[config.mk]
export PLATFORM = sky130hd
export DESIGN_NAME = pbw_top
export DESIGN_NICKNAME = d
export VERILOG_FILES = /design/src/include/pbw_pkg.sv /design/src/rtl/pbw_top.sv /design/src/rtl/pbw_debounce.sv /design/src/rtl/pbw_nv_sched.sv
export VERILOG_INCLUDE_DIRS = /design/src /design/src/include
export SDC_FILE = /design/constraint.sdc
export NUM_CORES = 1
export LEC_CHECK = 0
export BUFFER_PORTS_ARGS = -buffer_cell sky130_fd_sc_hd__buf_4
export CORE_MARGIN = 1.5
export CORE_UTILIZATION = 56
export CTS_CLUSTER_SIZE = 20
export DETAILED_ROUTE_END_ITERATION = 10
export PLACE_DENSITY = 0.87
export SYNTH_ARGS = -nofsm -noshare
export SYNTH_HDL_FRONTEND = slang
export SYNTH_SLANG_ARGS = --single-unit
[constraint.sdc]
create_clock -name clk -period 5.1 [get_ports clk]
set_input_delay 1.02 -clock clk [delete_from_list [all_inputs] [get_ports clk]]
set_output_delay 1.02 -clock clk [all_outputs]
set_load 0.03 [all_outputs]
[src/include/pbw_params.svh]
/*
 * Timing counts, field positions and reset values for the wiper control.
 * Assumes a 20 MHz block clock; millisecond counts are in 1 ms ticks, except the contact filter time, which is in clock cycles.
 */
`ifndef PBW_PARAMS_SVH
`define PBW_PARAMS_SVH
`define PBW_CLK_HZ 20000000
`define PBW_CYC_PER_US (`PBW_CLK_HZ / 1000000)
`define PBW_TICK_US 1000
`define PBW_TICK_CYC (`PBW_TICK_US * `PBW_CYC_PER_US)
`define PBW_TICK_MS (`PBW_TICK_US / 1000)
`define PBW_CONTACT_MIN_MS 1
`define PBW_CONTACT_CYC (`PBW_CONTACT_MIN_MS * 1000 * `PBW_CYC_PER_US)
`define PBW_STEP_MIN_US 1
`define PBW_STEP_MIN_CYC (`PBW_STEP_MIN_US * `PBW_CYC_PER_US)
`define PBW_HOLD_MS 1000
`define PBW_REPEAT_MS 100
`define PBW_IDLE_MS 1000
`define PBW_NV_DELAY_MS 2000
`define PBW_HOLD_TICKS (`PBW_HOLD_MS / `PBW_TICK_MS)
`define PBW_REPEAT_TICKS (`PBW_REPEAT_MS / `PBW_TICK_MS)
`define PBW_IDLE_TICKS (`PBW_IDLE_MS / `PBW_TICK_MS)
`define PBW_NV_DELAY_TICKS (`PBW_NV_DELAY_MS / `PBW_TICK_MS)
`define PBW_POS_MIN 6'h00
`define PBW_POS_MAX 6'h3F
`define PBW_POS_RST 6'h00
`define PBW_NV_TRIG_BIT 3
`define PBW_NUM_CH 3
`define PBW_CH_UP 0
`define PBW_CH_DOWN 1
`define PBW_CH_STEP 2
`endif

[src/include/pbw_pkg.sv]
/*
 * Types shared by the wiper control modules.
 * Assumes nothing beyond a SystemVerilog compiler.
 */
package pbw_pkg;
    typedef logic [5:0] pbw_pos_t;
    typedef enum logic [1:0] {
        PBW_NV_IDLE = 2'b00,
        PBW_NV_WAIT = 2'b01,
        PBW_NV_BUSY = 2'b10
    } pbw_nv_state_t;
endpackage

[src/rtl/pbw_top.sv]
/*
 * Pushbutton wiper position control: input filtering, press timing,
 * direction handling, position counter and nonvolatile write scheduling.
 * Assumes inputs synchronous to clk and rst asserted at power-up.
 */
`include "pbw_params.svh"

module pbw_top
    import pbw_pkg::*;
#(
    parameter int TICK_CYC = `PBW_TICK_CYC,
    parameter int CONTACT_CYC = `PBW_CONTACT_CYC
)
(
    input wire logic clk,
    input wire logic rst,
    input wire logic up_contact_n,
    input wire logic down_contact_n,
    input wire logic down_contact_float,
    input wire logic step_in_n,
    input wire logic [5:0] nv_stored_pos,
    input wire logic nv_done,
    output logic [5:0] wiper_pos,
    output logic single_mode,
    output logic dir_up,
    output logic nv_wr_req,
    output logic [5:0] nv_wr_pos
);
    logic [14:0] tick_cnt_ff;
    logic tick_ff;
    logic strap_done_ff;
    logic mode_ff;
    pbw_pos_t pos_ff;
    logic dir_ff;
    logic act_ff;
    logic [9:0] idle_ff;
    logic [2:0] raw_n;
    logic [2:0] clean_n;
    logic [2:0] step_ch;
    logic tgl_req;
    logic tgl_take;
    logic tgl_idle;
    logic idle_flip;
    logic eff_up;
    logic go_up;
    logic go_dn;
    pbw_pos_t nxt_pos;
    logic nxt_dir;

    assign raw_n = {step_in_n, down_contact_n, up_contact_n};

    // ==========================================
    // time base
    always_ff @(posedge clk or posedge rst)
    begin
        if (rst)
        begin
            tick_cnt_ff <= 15'h0000;
            tick_ff <= 1'b0;
        end
        else if (tick_cnt_ff == 15'(TICK_CYC - 1))
        begin
            tick_cnt_ff <= 15'h0000;
            tick_ff <= 1'b1;
        end
        else
        begin
            tick_cnt_ff <= tick_cnt_ff + 15'h0001;
            tick_ff <= 1'b0;
        end
    end

    // ==========================================
    // mode strap, caught on the first edge after reset release
    always_ff @(posedge clk or posedge rst)
    begin
        if (rst)
        begin
            strap_done_ff <= 1'b0;
            mode_ff <= 1'b0;
        end
        else if (!strap_done_ff)
        begin
            strap_done_ff <= 1'b1;
            mode_ff <= !down_contact_float && down_contact_n;
        end
    end

    // ==========================================
    // per-channel filter and press timing
    for (genvar ch = 0; ch < `PBW_NUM_CH; ch++)
    begin : g_ch
        localparam int FILT_CYC = (ch == `PBW_CH_STEP) ? `PBW_STEP_MIN_CYC : CONTACT_CYC;
        logic prev_ff;
        logic rep_ff;
        logic [9:0] hold_ff;
        logic hold_hit;
        logic rep_hit;

        // short filter on the digital input allows fast stepping
        pbw_debounce #(
            .STABLE_CYC(FILT_CYC)
        ) u_filt (
            .clk(clk),
            .rst(rst),
            .raw_n(raw_n[ch]),
            .clean_n(clean_n[ch])
        );

        always_ff @(posedge clk or posedge rst)
        begin
            if (rst)
                prev_ff <= 1'b1;
            else
                prev_ff <= clean_n[ch];
        end

        // nominal thresholds sit inside the allowed tolerance
        assign hold_hit = !rep_ff && (hold_ff == 10'(`PBW_HOLD_TICKS - 1));
        assign rep_hit = rep_ff && (hold_ff == 10'(`PBW_REPEAT_TICKS - 1));

        always_ff @(posedge clk or posedge rst)
        begin
            if (rst)
            begin
                hold_ff <= 10'h000;
                rep_ff <= 1'b0;
            end
            else if (clean_n[ch])
            begin
                hold_ff <= 10'h000;
                rep_ff <= 1'b0;
            end
            else if (tick_ff)
            begin
                if (hold_hit)
                begin
                    hold_ff <= 10'h000;
                    rep_ff <= 1'b1;
                end
                else if (rep_hit)
                    hold_ff <= 10'h000;
                else
                    hold_ff <= hold_ff + 10'h001;
            end
        end

        // step on each filtered falling edge, then on hold and repeat
        assign step_ch[ch] = strap_done_ff && ((prev_ff && !clean_n[ch])
            || (!clean_n[ch] && tick_ff && (hold_hit || rep_hit)));
    end

    // ==========================================
    // direction and position decision
    assign tgl_req = (mode_ff && step_ch[`PBW_CH_UP]) || step_ch[`PBW_CH_STEP];
    assign tgl_idle = (!mode_ff || clean_n[`PBW_CH_UP]) && clean_n[`PBW_CH_STEP];
    assign idle_flip = tick_ff && act_ff && tgl_idle
        && (idle_ff == 10'(`PBW_IDLE_TICKS - 1));

    always_comb
    begin
        nxt_pos = pos_ff;
        nxt_dir = dir_ff;
        go_up = 1'b0;
        go_dn = 1'b0;
        tgl_take = 1'b0;
        // at an end the only way to go is back
        if (pos_ff == `PBW_POS_MAX)
            eff_up = 1'b0;
        else if (pos_ff == `PBW_POS_MIN)
            eff_up = 1'b1;
        else
            eff_up = dir_ff;
        if (!mode_ff && step_ch[`PBW_CH_UP])
            go_up = 1'b1;
        else if (!mode_ff && step_ch[`PBW_CH_DOWN])
            go_dn = 1'b1;
        else if (tgl_req)
        begin
            tgl_take = 1'b1;
            go_up = eff_up;
            go_dn = !eff_up;
        end
        if (go_up && pos_ff != `PBW_POS_MAX)
            nxt_pos = pos_ff + 6'h01;
        else if (go_dn && pos_ff != `PBW_POS_MIN)
            nxt_pos = pos_ff - 6'h01;
        if (tgl_take)
        begin
            nxt_dir = eff_up;
            if (nxt_pos == `PBW_POS_MAX)
                nxt_dir = 1'b0;
            else if (nxt_pos == `PBW_POS_MIN)
                nxt_dir = 1'b1;
        end
        else if (idle_flip)
            nxt_dir = !dir_ff;
    end

    // ==========================================
    // position register, loaded from storage at power-up
    always_ff @(posedge clk or posedge rst)
    begin
        if (rst)
            pos_ff <= `PBW_POS_RST;
        else if (!strap_done_ff)
            pos_ff <= nv_stored_pos;
        else
            pos_ff <= nxt_pos;
    end

    always_ff @(posedge clk or posedge rst)
    begin
        if (rst)
            dir_ff <= 1'b1;
        else
            dir_ff <= nxt_dir;
    end

    // ==========================================
    // inactivity timer for the toggling inputs
    always_ff @(posedge clk or posedge rst)
    begin
        if (rst)
        begin
            idle_ff <= 10'h000;
            act_ff <= 1'b0;
        end
        else if (tgl_take)
        begin
            idle_ff <= 10'h000;
            act_ff <= 1'b1;
        end
        else if (!tgl_idle)
            idle_ff <= 10'h000;
        else if (idle_flip)
        begin
            idle_ff <= 10'h000;
            act_ff <= 1'b0;
        end
        else if (tick_ff && idle_ff != 10'(`PBW_IDLE_TICKS - 1))
            idle_ff <= idle_ff + 10'h001;
    end

    // ==========================================
    // nonvolatile write scheduling
    pbw_nv_sched u_nv (
        .clk(clk),
        .rst(rst),
        .load(!strap_done_ff),
        .load_pos(nv_stored_pos),
        .pos(pos_ff),
        .tick(tick_ff),
        .nv_done(nv_done),
        .nv_wr_req(nv_wr_req),
        .nv_wr_pos(nv_wr_pos)
    );

    assign wiper_pos = pos_ff;
    assign single_mode = mode_ff;
    assign dir_up = dir_ff;
endmodule

[src/rtl/pbw_debounce.sv]
/*
 * Level filter for one active-low step input.
 * Assumes the input is synchronous to clk.
 */
`include "pbw_params.svh"
module pbw_debounce
    import pbw_pkg::*;
#(
    parameter int STABLE_CYC = 20
)
(
    input wire logic clk,
    input wire logic rst,
    input wire logic raw_n,
    output logic clean_n
);
    logic [15:0] cnt_ff;
    logic clean_ff;

    // new level taken only after it stood for STABLE_CYC cycles
    always_ff @(posedge clk or posedge rst)
    begin
        if (rst)
        begin
            cnt_ff <= 16'h0000;
            clean_ff <= 1'b1;
        end
        else if (raw_n == clean_ff)
        begin
            cnt_ff <= 16'h0000;
        end
        else if (cnt_ff == 16'(STABLE_CYC - 1))
        begin
            cnt_ff <= 16'h0000;
            clean_ff <= raw_n;
        end
        else
        begin
            cnt_ff <= cnt_ff + 16'h0001;
        end
    end

    assign clean_n = clean_ff;
endmodule

[src/rtl/pbw_nv_sched.sv]
/*
 * Schedules delayed writes of the wiper position to nonvolatile storage.
 * Assumes storage pulses nv_done once per accepted write request.
 */
`include "pbw_params.svh"
module pbw_nv_sched
    import pbw_pkg::*;
(
    input wire logic clk,
    input wire logic rst,
    input wire logic load,
    input wire logic [5:0] load_pos,
    input wire logic [5:0] pos,
    input wire logic tick,
    input wire logic nv_done,
    output logic nv_wr_req,
    output logic [5:0] nv_wr_pos
);
    pbw_nv_state_t state_ff;
    logic [10:0] timer_ff;
    logic first_ff;
    logic pend_ff;
    logic [5:0] prev_ff;
    logic [5:0] stored_ff;
    logic req_ff;
    logic [5:0] data_ff;
    logic change;
    logic qualify;
    logic expire;

    assign change = (state_ff != PBW_NV_IDLE || !load) && (pos != prev_ff);
    assign qualify = change && (first_ff
        || (pos[`PBW_NV_TRIG_BIT] != stored_ff[`PBW_NV_TRIG_BIT]));
    assign expire = tick && (timer_ff == 11'(`PBW_NV_DELAY_TICKS - 1));

    // ==========================================
    // write scheduling
    always_ff @(posedge clk or posedge rst)
    begin
        if (rst)
        begin
            state_ff <= PBW_NV_IDLE;
            timer_ff <= 11'h000;
            pend_ff <= 1'b0;
        end
        else
        begin
            case (state_ff)
                PBW_NV_IDLE:
                begin
                    timer_ff <= 11'h000;
                    if (qualify)
                        state_ff <= PBW_NV_WAIT;
                end
                PBW_NV_WAIT:
                begin
                    if (qualify)
                        timer_ff <= 11'h000;
                    else if (expire)
                        state_ff <= PBW_NV_BUSY;
                    else if (tick)
                        timer_ff <= timer_ff + 11'h001;
                end
                PBW_NV_BUSY:
                begin
                    timer_ff <= 11'h000;
                    if (nv_done)
                    begin
                        state_ff <= (pend_ff || qualify) ? PBW_NV_WAIT : PBW_NV_IDLE;
                        pend_ff <= 1'b0;
                    end
                    else if (qualify)
                        pend_ff <= 1'b1;
                end
                default:
                    state_ff <= PBW_NV_IDLE;
            endcase
        end
    end

    // ==========================================
    // request and reference value
    always_ff @(posedge clk or posedge rst)
    begin
        if (rst)
        begin
            first_ff <= 1'b1;
            prev_ff <= `PBW_POS_RST;
            stored_ff <= `PBW_POS_RST;
            req_ff <= 1'b0;
            data_ff <= `PBW_POS_RST;
        end
        else
        begin
            prev_ff <= load ? load_pos : pos;
            req_ff <= 1'b0;
            if (load)
                stored_ff <= load_pos;
            else if (state_ff == PBW_NV_WAIT && !qualify && expire)
            begin
                req_ff <= 1'b1;
                data_ff <= pos;
                stored_ff <= pos;
                first_ff <= 1'b0;
            end
        end
    end

    assign nv_wr_req = req_ff;
    assign nv_wr_pos = data_ff;
endmodule

# Word level (Yosys, flattened, before mapping)
# Cells that the tools add are included.
# totals
output_inout_bits,15
wordCells,230
ff_bits,155
input_bits,13
# op_classes
n_eq_ne,31
n_reduce_logical,83
mux,71
add_sub_neg,11
bitwise,3
# op_table
operator,n
10-bit two-way mux,16
16-bit two-way mux,6
"16-bit by 1-bit adder with 16-bit output, second input constant",3
"10-bit by 1-bit adder with 10-bit output, second input constant",4
"10-bit equality test, second input constant",4
1-bit logical AND,34
1-bit two-way mux,33
11-bit two-way mux,3
"16-bit by 15-bit equality test with 1-bit output, second input constant",2
"10-bit by 7-bit equality test with 1-bit output, second input constant",3
6-bit two-way mux,4
11-bit one-hot mux with 2 select lines,1
2-bit nonzero test,11
2-bit AND reduction,9
"16-bit by 5-bit equality test with 1-bit output, second input constant",1
"15-bit by 1-bit adder with 15-bit output, second input constant",1
"15-bit equality test, second input constant",1
15-bit two-way mux,1
"6-bit equality test, second input constant",2
6-bit logical NOT,2
"11-bit by 1-bit adder with 11-bit output, second input constant",1
"11-bit equality test, second input constant",1
1-bit logical NOT,11
1-bit logical OR,11
other kinds (22),34

# Logic depth before layout (Yosys ltp)
# Gate-level depths: netlist of run 1.
# depth
ltp_word,18
depth_mapped,11
mapped_depth_nobuf,10

# Modules after synthesis
# A second synthesis of run 1 with hierarchy kept.
# unflattened
cells_unflattened,830
hier_area_um2,8142.8
# by_module_without_submodules
mod,instances,cells_per_inst,seq_area_each_um2,area_each_um2
pbw_top,1,423,1806.7,3911.3
pbw_debounce (g_ch[0].u_filt ...),2,85,426.7,903.4
pbw_nv_sched,1,152,726.9,1542.7
pbw_debounce (g_ch[2].u_filt),1,85,426.7,882.1

# Least setup slack after synthesis of run 1
# Ideal clock, no wire load.
# synth_path
path_type,register to register
from,"reg pos_ff[0], in the netlist wiper_pos[0]"
to,"reg dir_ff, in the netlist dir_up"
period_less_slack_ns,2.862
setup_time_ns,0.094
t_required_ns,5.006
setup_slack_ns,2.238
path_buffers,1
stages_incl_launch_ff,12
arrival_ns,2.769
path_cell_list,dfrtp_1 clkbuf_1 inv_1 ha_1 and3_1 o21ai_1 and2_4 a211oi_4 or2_1 o22a_1 o41ai_2 o211ai_1
# synth_via
elab_chain_len,14
elab_cells_between_ends,24
classes_between,add/sub: 2; eq/ne: 3; mux: 13; reduce/logical: 6
# synth_rtl
element,line,source
"start, declared",pbw_top.sv:33,pbw_pos_t pos_ff;
"start signal, assigned",pbw_top.sv:205,pos_ff <= `PBW_POS_RST;
"start signal, assigned",pbw_top.sv:207,pos_ff <= nv_stored_pos;
"start signal, assigned",pbw_top.sv:209,pos_ff <= nxt_pos;
6-bit logical NOT (no source line),-,
1-bit two-way mux,pbw_top.sv:170,else if (pos_ff == `PBW_POS_MIN)
1-bit two-way mux,pbw_top.sv:168,if (pos_ff == `PBW_POS_MAX)
1-bit logical NOT,pbw_top.sv:182,go_dn = !eff_up;
1-bit two-way mux,pbw_top.sv:178,else if (tgl_req)
1-bit two-way mux,pbw_top.sv:176,else if (!mode_ff && step_ch[`PBW_CH_DOWN])
1-bit two-way mux,pbw_top.sv:174,if (!mode_ff && step_ch[`PBW_CH_UP])
1-bit logical AND (no source line),-,
6-bit two-way mux,pbw_top.sv:186,else if (go_dn && pos_ff != `PBW_POS_MIN)
6-bit two-way mux,pbw_top.sv:184,if (go_up && pos_ff != `PBW_POS_MAX)
6-bit logical NOT (no source line),-,
1-bit two-way mux,pbw_top.sv:193,else if (nxt_pos == `PBW_POS_MIN)
1-bit two-way mux *,pbw_top.sv:191,if (nxt_pos == `PBW_POS_MAX)
1-bit two-way mux *,pbw_top.sv:188,if (tgl_take)
"end signal, assigned",pbw_top.sv:217,dir_ff <= nxt_dir;
"end, declared",pbw_top.sv:34,logic dir_ff;
# Mark *: on every way between the ends. The rest lies on a longest branch, timed or not.
# A chain may end at the register's enable or synchronous reset.

# Worst setup path in the final report of run 1
# layout_path
from,reg strap_done_ff
to,"reg dir_ff, in the netlist dir_up"
# layout_via
elab_chain_len,13
elab_cells_between_ends,26
classes_between,eq/ne: 1; mux: 14; reduce/logical: 11
# layout_rtl
element,line,source
"start, declared",pbw_top.sv:31,logic strap_done_ff;
"start signal, assigned",pbw_top.sv:79,strap_done_ff <= 1'b0;
"start signal, assigned",pbw_top.sv:84,strap_done_ff <= 1'b1;
1-bit logical AND,pbw_top.sv:149,assign step_ch[ch] = strap_done_ff && ((prev_ff && !clean_n[ch])
1-bit logical AND,pbw_top.sv:155,assign tgl_req = (mode_ff && step_ch[`PBW_CH_UP]) || step_ch[`PBW_CH_STEP];
1-bit logical OR,pbw_top.sv:155,
1-bit two-way mux,pbw_top.sv:178,
1-bit two-way mux,pbw_top.sv:176,
1-bit two-way mux,pbw_top.sv:174,
1-bit logical AND (no source line),-,
6-bit two-way mux,pbw_top.sv:186,
6-bit two-way mux,pbw_top.sv:184,
6-bit logical NOT (no source line),-,
1-bit two-way mux,pbw_top.sv:193,
1-bit two-way mux,pbw_top.sv:191,
1-bit two-way mux,pbw_top.sv:188,
# Parallel ways exist; a longest one is shown, timed or not.

==> impl_metrics.toml, run 1 <==
[critical_path]
critical_path_buf_inv_count = 0
rrSetupSlack_ns = 2.09
path_class = "reg -> reg"
cp.depth = 9
critPathTopFamily = "compound AO/OA/AOI/OAI gates"
cp-end-kind = "flop"
cp_data_arrival_time_ns = 3.35
crit_path_start = "strap_done_ff$_DFF_PP0_"
timing.rr.end = "dir_up$_DFFE_PP1P_"
cp-endpoint = "dir_up$_DFFE_PP1P_"
cp-start-kind = "flop"
worst_r2r_path_depth = 9
worstPathRequired_ns = 5.44
path_cells = "nor2b_1 > nand4_1 > o21ai_1 > nand3_1 > a2111oi_0 > a31oi_1 > xor2_1 > nand2_1 > o211ai_1"
crit_slowest_cell = "dfrtp_1"
cp_max_fo = 18
reg2reg_from = "strap_done_ff$_DFF_PP0_"
cp_slowest_stage_delay_ns = 0.76

[floorplan]
core_sq_um = 13240
rows = 42
die_h_microns = 119.6
io_pins = 28
start_util = 0.5750
die_w_microns = 119.6
dieArea_sq_um = 14310

[detailed_routing]
drc = 0
post_drt_wl_per_cell_microns = 14.86
drt_first_pass_iters = 5
drtIter0Drc = 463
postRouteAntennaNets = 0
via_per_inst = 5.826
routed_wl_microns = 15160
num_vias = 5943

[job]
maxCapViolCount = 0

[yosys]
ys_ff_latch = 152
synth_mux_area_frac = 0.01545
avgSynthCellArea_sq_um = 9.471
synth_fa_ha_area_frac = 0.01972
synth_top_family_by_area = "simple AND/OR/NAND/NOR gates"
yosys_warnings = 0
synth_edf_count = 0
synth_top_cell_by_area = "dfrtp_1"
synth-compound-area-share = 0.1019
syn_area_sq_um = 7615
synthArstFlopShare = 1.000
postSynthCellCount = 804
synthSimpleGateAreaFrac = 0.2394
synth_fp_nets = 829
synthXorXnorAreaFrac = 0.1024
ys.flop_type = "dfrtp_1"
synth-seq-area-share = 0.5008
synth.most_common_cell = "dfrtp_1"
yosysTopAreaCellShare = 0.4732
synth.area.top_cells = "dfrtp_1 47%, xor2_1 7.0%, nor2_1 6.5%"
ys_types = 63
ys_top_cells_by_count = "144 x dfrtp_1, 131 x nor2_1, 91 x nand2_1, 61 x xor2_1, 47 x o21ai_0"

[timing]
finalMaxSlewViolations = 0
final.setup_skew_ns = 0.007752
tightest_slew_ns = 0.7813
grt_setup_unrepaired = "false"
relSlewSlack = 0.4792
hold_violations = 0
layout_min_cycle_time_ns = 3.015
fin_tns_setup_ns = 0
fmax_mhz = 331.7
setup_violations = 0
post-route-period-util = 0.5912

[clocking]
clock_latency_ns = 0.42
numCtsBuffers = 17
cts_root_buffer = "clkbuf_16"
cts_resized = 0
cts-htree-levels = 4
clkSinkCount = 152
cts_hold_buf = 0
clock_path_buffers = 2
cts_tree = "done"
cts_setup_buffers = 0
clkSlewWorstSetupHoldPaths_ns = 0.06

[run_status]
outcome = "completed"

[finish]
n_antenna_cell = 0
drive_gt1_frac = 0.1031
stdcell_count = 1020
area_growth_pct = 13.19
fill_cells = 1015
final_nets = 857

[placement]
dpl.cell_count = 989
place.gp.congestion = 0.8830
hpwl_microns = 9834
port_buffers = 27

[power]
power_mw = 2.838
pwr-share-seq = 0.451
p_sw_frac = 0.2261
clkPwrFrac = 0.482
power_frac_comb = 0.067
leakagePower_nw = 3.846
p_int_mw = 2.196
vdd_ir_drop_max_v = 0.0004017
p_sw_mw = 0.6417
power_density_nw_per_um2 = 329.2

[grt]
track_usage = 0.2258
grt_pass1_wl_microns = 25880
first_global_vias = 5618
antenna_found_initial = 0
grt_max_degree = 64
grt_overflow = 0

[min_path]
hold_class = "reg -> reg"
cell usage in the layout (no fill, tap or decap), drive strengths merged, types with 5 or more instances in the layout:
master  count
nand4      30
buf        30
bufinv      5
nor2b       6
nor3        9
nand2b      7
nor4        9
mux2        6
o21ai      53
inv        18
or3         5
o31ai       6
xnor2      28
nor2      131
nand3      41
clkbuf     22
ha         12
or2         6
and3       25
dfstp       8
a21oi      18
dfrtp     144
and2        7
xor2       61
nand2      91
mux2i       5
per-stage QoR:
step           instance area [sq um]  hold WS [ns]  utilization  worst slack [ns]
2_1_floorplan                   7615        0.3533            -         0.0001426
3_3_place_gp                    7981        0.4070       0.6027             2.322
3_5_place_dp                    7981        0.4058       0.6027             2.191
4_1_cts                         8620        0.4103       0.6509             2.179
5_1_grt                         8620        0.4139       0.6509             1.879
6_report                        8620        0.4100       0.6509             2.085
worst register-to-register path: cells and delay by family, from the launching register on:
family	cells	cell delay [ns]
AOI/OAI and AO/OA	4	1.21
xor gates and xnor gates	1	0.25
DFF	1	0.76
and+or+nand+nor	4	0.72
cell type report:
| type | count | area, sq um | share of cell area |
|---|---|---|---|
| Clock inverter | 9 | 173.9 | 0.02018 |
| Tap cell | 176 | 220.2 | 0.02555 |
| Timing Repair Buffer | 30 | 225.2 | 0.02613 |
| Multi-Input combinational cell | 613 | 3650 | 0.4234 |
| Inverter | 18 | 72.57 | 0.008419 |
| Sequential cell | 152 | 3814 | 0.4424 |
| Clock buffer | 22 | 464.2 | 0.05385 |
how the worst min path moves through the flow:
stage	start	endpoint	depth (start not counted)	slack [ns]
3_3_place_gp	g_ch[0].u_filt.clean_n$_DFFE_PP1P_	g_ch[0].prev_ff$_DFF_PP1_	0	0.41
2_1_floorplan	g_ch[2].u_filt.clean_n$_DFFE_PP1P_	g_ch[2].prev_ff$_DFF_PP1_	0	0.35
3_5_place_dp	g_ch[0].u_filt.clean_n$_DFFE_PP1P_	g_ch[0].prev_ff$_DFF_PP1_	0	0.41
4_1_cts	g_ch[0].u_filt.clean_n$_DFFE_PP1P_	g_ch[0].prev_ff$_DFF_PP1_	0	0.41
6_report	g_ch[0].u_filt.clean_n$_DFFE_PP1P_	g_ch[0].prev_ff$_DFF_PP1_	0	0.41
5_1_grt	g_ch[0].u_filt.clean_n$_DFFE_PP1P_	g_ch[0].prev_ff$_DFF_PP1_	0	0.41
power by group through the flow:
stage | clock network (mW) | logic (mW) | registers (mW)
floorplan | 0 | 0.141 | 1.29
global placement | 0 | 0.184 | 1.30
detailed placement | 0 | 0.189 | 1.30
CTS | 1.39 | 0.190 | 1.28
global route | 1.44 | 0.213 | 1.28
finish | 1.37 | 0.189 | 1.28
flip-flops by register name (all words and copies together) (netlist names), 6 cells and up:
signal	cells
g_ch.u_filt.cnt_ff	48
g_ch.hold_ff	30
tick_cnt_ff	15
u_nv.timer_ff	11
idle_ff	10
u_nv.nv_wr_pos	6
u_nv.prev_ff	6
wiper_pos	6
kinds of logic (layout without fill, tap and decap cells):
group	after synthesis	count (layout)
AND/OR/NAND/NOR	383	383
XOR/XNOR	89	89
multiplexers	11	11
other	1	1
flip-flops	152	152
AO/OA/AOI/OAI	117	117
adder cells (fa/ha/maj)	12	12
buffers and inverters	39	79
per-layer routing:
| layer | track usage | up-vias | wire length (microns) |
|---|---|---|---|
| li1 | - | 2853 | - |
| met1 | 0.2879 | 2885 | 6755 |
| met2 | 0.3678 | 171 | 7379 |
| met3 | 0.06274 | 34 | 727 |
| met4 | 0.08705 | 0 | 297 |
| met5 | 0 | - | 0 |
Power figures use the tool's default switching activity.
==> inputs of run 2 (changes only) <==
--- a/config.mk
+++ b/config.mk
@@ -6,6 +6,7 @@
 export SDC_FILE = /design/constraint.sdc
 export NUM_CORES = 1
 export LEC_CHECK = 0
+export ABC_AREA = 1
 export BUFFER_PORTS_ARGS = -buffer_cell sky130_fd_sc_hd__buf_4
 export CORE_MARGIN = 1.5
 export CORE_UTILIZATION = 56
==> constraint.sdc (replaced) <==
create_clock -name clk -period 2.48 [get_ports clk]
set_input_delay 0.496 -clock clk [delete_from_list [all_inputs] [get_ports clk]]
set_output_delay 0.496 -clock clk [all_outputs]
set_load 0.03 [all_outputs]
==> impl_metrics.toml, run 2 <==
[floorplan]
rows = 42
io_pins = 28
die_w_microns = 121.1
die_h_microns = 121.1
dieArea_sq_um = 14660
start_util = 0.5827
core_sq_um = 13400

[yosys]
synthArstFlopShare = 1.000
synth_top_family_by_area = "simple AND/OR/NAND/NOR gates"
synth-compound-area-share = 0.09726
ys.flop_type = "dfrtp_1"
ys_types = 48
synth_top_cell_by_area = "dfrtp_1"
synth.most_common_cell = "nand2_1"
postSynthCellCount = 963
yosysTopAreaCellShare = 0.4615
ys_ff_latch = 152
synthXorXnorAreaFrac = 0.04711
yosys_warnings = 0
ys_top_cells_by_count = "176 x nand2_1, 148 x inv_1, 144 x dfrtp_1, 119 x nor2_1, 50 x nand3_1"
avgSynthCellArea_sq_um = 8.109
synth_edf_count = 0
synth.area.top_cells = "dfrtp_1 46%, nand2_1 8.5%, inv_1 7.1%"
synth-seq-area-share = 0.4884
synth_mux_area_frac = 0.002564
synthSimpleGateAreaFrac = 0.2634
synth_fp_nets = 988
syn_area_sq_um = 7809
synth_fa_ha_area_frac = 0.01923

[finish]
final_common_cell = "nand2_1"
top_regs = "g_ch.u_filt.cnt_ff: 48 flops, g_ch.hold_ff: 30 flops, tick_cnt_ff: 15 flops"
largest_register_ffs = 48
n_antenna_cell = 0
drive_gt1_frac = 0.1287
top_register = "g_ch.u_filt.cnt_ff"
final_cell_mix = "169 x nand2_1, 147 x inv_1, 144 x dfrtp_1"
area_growth_pct = 14.65
fill_cells = 1010
final_nets = 1039

[timing]
fin_ws_ns = -0.06898
tightest_slew_ns = 0.6435
finalMaxSlewViolations = 0
layout_min_cycle_time_ns = 2.549
grt_setup_unrepaired = "true"
final.setup_skew_ns = 0.006895
relSlewSlack = 0.5710
post-route-period-util = 1.028
setup_violations = 1
hold_violations = 0
fmax_mhz = 392.3

[power]
power_mw = 5.918
power_frac_comb = 0.121
vdd_ir_drop_max_v = 0.0004975
leakagePower_nw = 4.083
p_sw_mw = 1.551
p_int_mw = 4.367
power_density_nw_per_um2 = 661.1
clkPwrFrac = 0.428
p_sw_frac = 0.2621
pwr-share-seq = 0.450

[detailed_routing]
via_per_inst = 5.525
routed_wl_microns = 16710
postRouteAntennaNets = 0
drc = 0
num_vias = 6641
drt_first_pass_iters = 8
drtIter0Drc = 721
post_drt_wl_per_cell_microns = 13.90

[grt]
antenna_found_initial = 0
grt_pass1_wl_microns = 27960
grt_max_degree = 101
first_global_vias = 6275
track_usage = 0.2388
grt_overflow = 0

[clocking]
clock_path_buffers = 2
cts_tree = "done"
clkSlewWorstSetupHoldPaths_ns = 0.06
numCtsBuffers = 17
clock_latency_ns = 0.43
clkSinkCount = 152
cts-htree-levels = 4
cts_root_buffer = "clkbuf_16"

[critical_path]
path_class = "reg -> reg"
rrSetupSlack_ns = -0.07
reg2reg_from = "wiper_pos[1]$_DFF_PP0_"
cp-start-kind = "flop"
worst_r2r_path_depth = 15
worstPathRequired_ns = 2.83
cp_max_fo = 6
cp_data_arrival_time_ns = 2.90
cp-end-kind = "flop"
timing.rr.end = "dir_up$_DFFE_PP1P_"

[placement]
dp_slack_ns = 0.2020
hpwl_microns = 10980
port_buffers = 27
place.gp.congestion = 0.9422

[run_status]
violations = "negative setup slack"
outcome = "finished, violations left"

[job]
maxCapViolCount = 0

[min_path]
hold_class = "in -> async"
run 2: cell types whose count changed after synthesis, moves of 10 or more:
cell / change
a21oi_1: +30
xor2_1: -29
o21ai_0: -10
nand4_1: -11
o22ai_1: +13
nand2_1: +85
xnor2_1: -18
and3_1: -24
nor3_1: +33
clkbuf_1: -12
inv_1: +131
nor2_1: -12
run 2: logic make-up after synthesis:
logic type | count (synthesis)
buf+inv | 167
compound gates | 133
simple gates | 454
mux | 2
fa+ha+maj | 12
flops | 152
other cells | 1
xor+xnor | 42
run 2: critical path, stage by stage (launching register included):
cell and delay [ns]:
dfrtp_1 0.47, ha_1 0.24, nand2_1 0.10, nor3_1 0.31, a21oi_1 0.10, inv_1 0.10
nand2_2 0.07, nand2_4 0.11, buf_4 0.13, nand4_1 0.18, nand3_2 0.19, nand2_1 0.09
nor2_1 0.15, a21oi_2 0.08, nand2_1 0.09, a21oi_2 0.06
run 2: worst max-delay path by stage:
stage                                         from                  to  slack [ns]  depth (start not counted)
floorplan                                      rst  act_ff$_DFFE_PP0P_        0.07                          1
detailed placement  g_ch[2].hold_ff[0]$_DFFE_PP0P_  dir_up$_DFFE_PP1P_        0.20                         20
global placement    g_ch[2].hold_ff[0]$_DFFE_PP0P_  dir_up$_DFFE_PP1P_        0.28                         20
global route                wiper_pos[1]$_DFF_PP0_  dir_up$_DFFE_PP1P_       -0.19                         15
finish                      wiper_pos[1]$_DFF_PP0_  dir_up$_DFFE_PP1P_       -0.07                         15
CTS                 g_ch[2].hold_ff[0]$_DFFE_PP0P_  dir_up$_DFFE_PP1P_        0.08                         21
run 2: layer usage:
metal  vias to the layer above  share of wire  wire length [microns]  global-route usage
li1                       3241              -                      -                   -
met1                      3123           0.44                   7325              0.3126
met2                       221           0.48                   7994              0.3878
met3                        56          0.053                    878             0.04746
met4                         0          0.030                    506              0.1029
met5                         -              0                      0                   0
run 2: metrics by stage:
step	instances	hold slack [ns]	utilization	TNS, ns	area [sq um]
global route	1202	0.2778	0.6681	-0.1868	8952
detailed placement	1168	0.4071	0.6181	0	8283
floorplan	963	0.3907	-	0	7812
global placement	1168	0.4063	0.6181	0	8283
finish	1202	0.1943	0.6681	-0.06898	8952
CTS	1199	0.2491	0.6614	0	8864
run 2: layout make-up:
| type | count | area, sq um | share of cell area |
|---|---|---|---|
| sequential | 152 | 3814 | 0.4260 |
| multi-input combinational | 644 | 3422 | 0.3822 |
| inverter | 159 | 603.1 | 0.06737 |
| clock buffer | 21 | 480.5 | 0.05367 |
| timing repair buffer | 40 | 312.8 | 0.03494 |
| tap | 176 | 220.2 | 0.02460 |
| clock inverter | 10 | 100.1 | 0.01118 |
run 2: what timing repair did:
action | CTS | global route
buffers inserted | 0 | 3
gates resized for setup | 0 | 20
endpoints found under the setup margin | 0 | 4
hold buffers | 0 | 0
run 2: power by group through the flow:
stage / Combinational, mW / Clock (mW) / Sequential, mW
finish: 0.717 / 2.54 / 2.67
global route: 0.797 / 2.68 / 2.68
CTS: 0.682 / 2.56 / 2.66
detailed placement: 0.665 / 0 / 2.70
global placement: 0.651 / 0 / 2.70
floorplan: 0.467 / 0 / 2.71
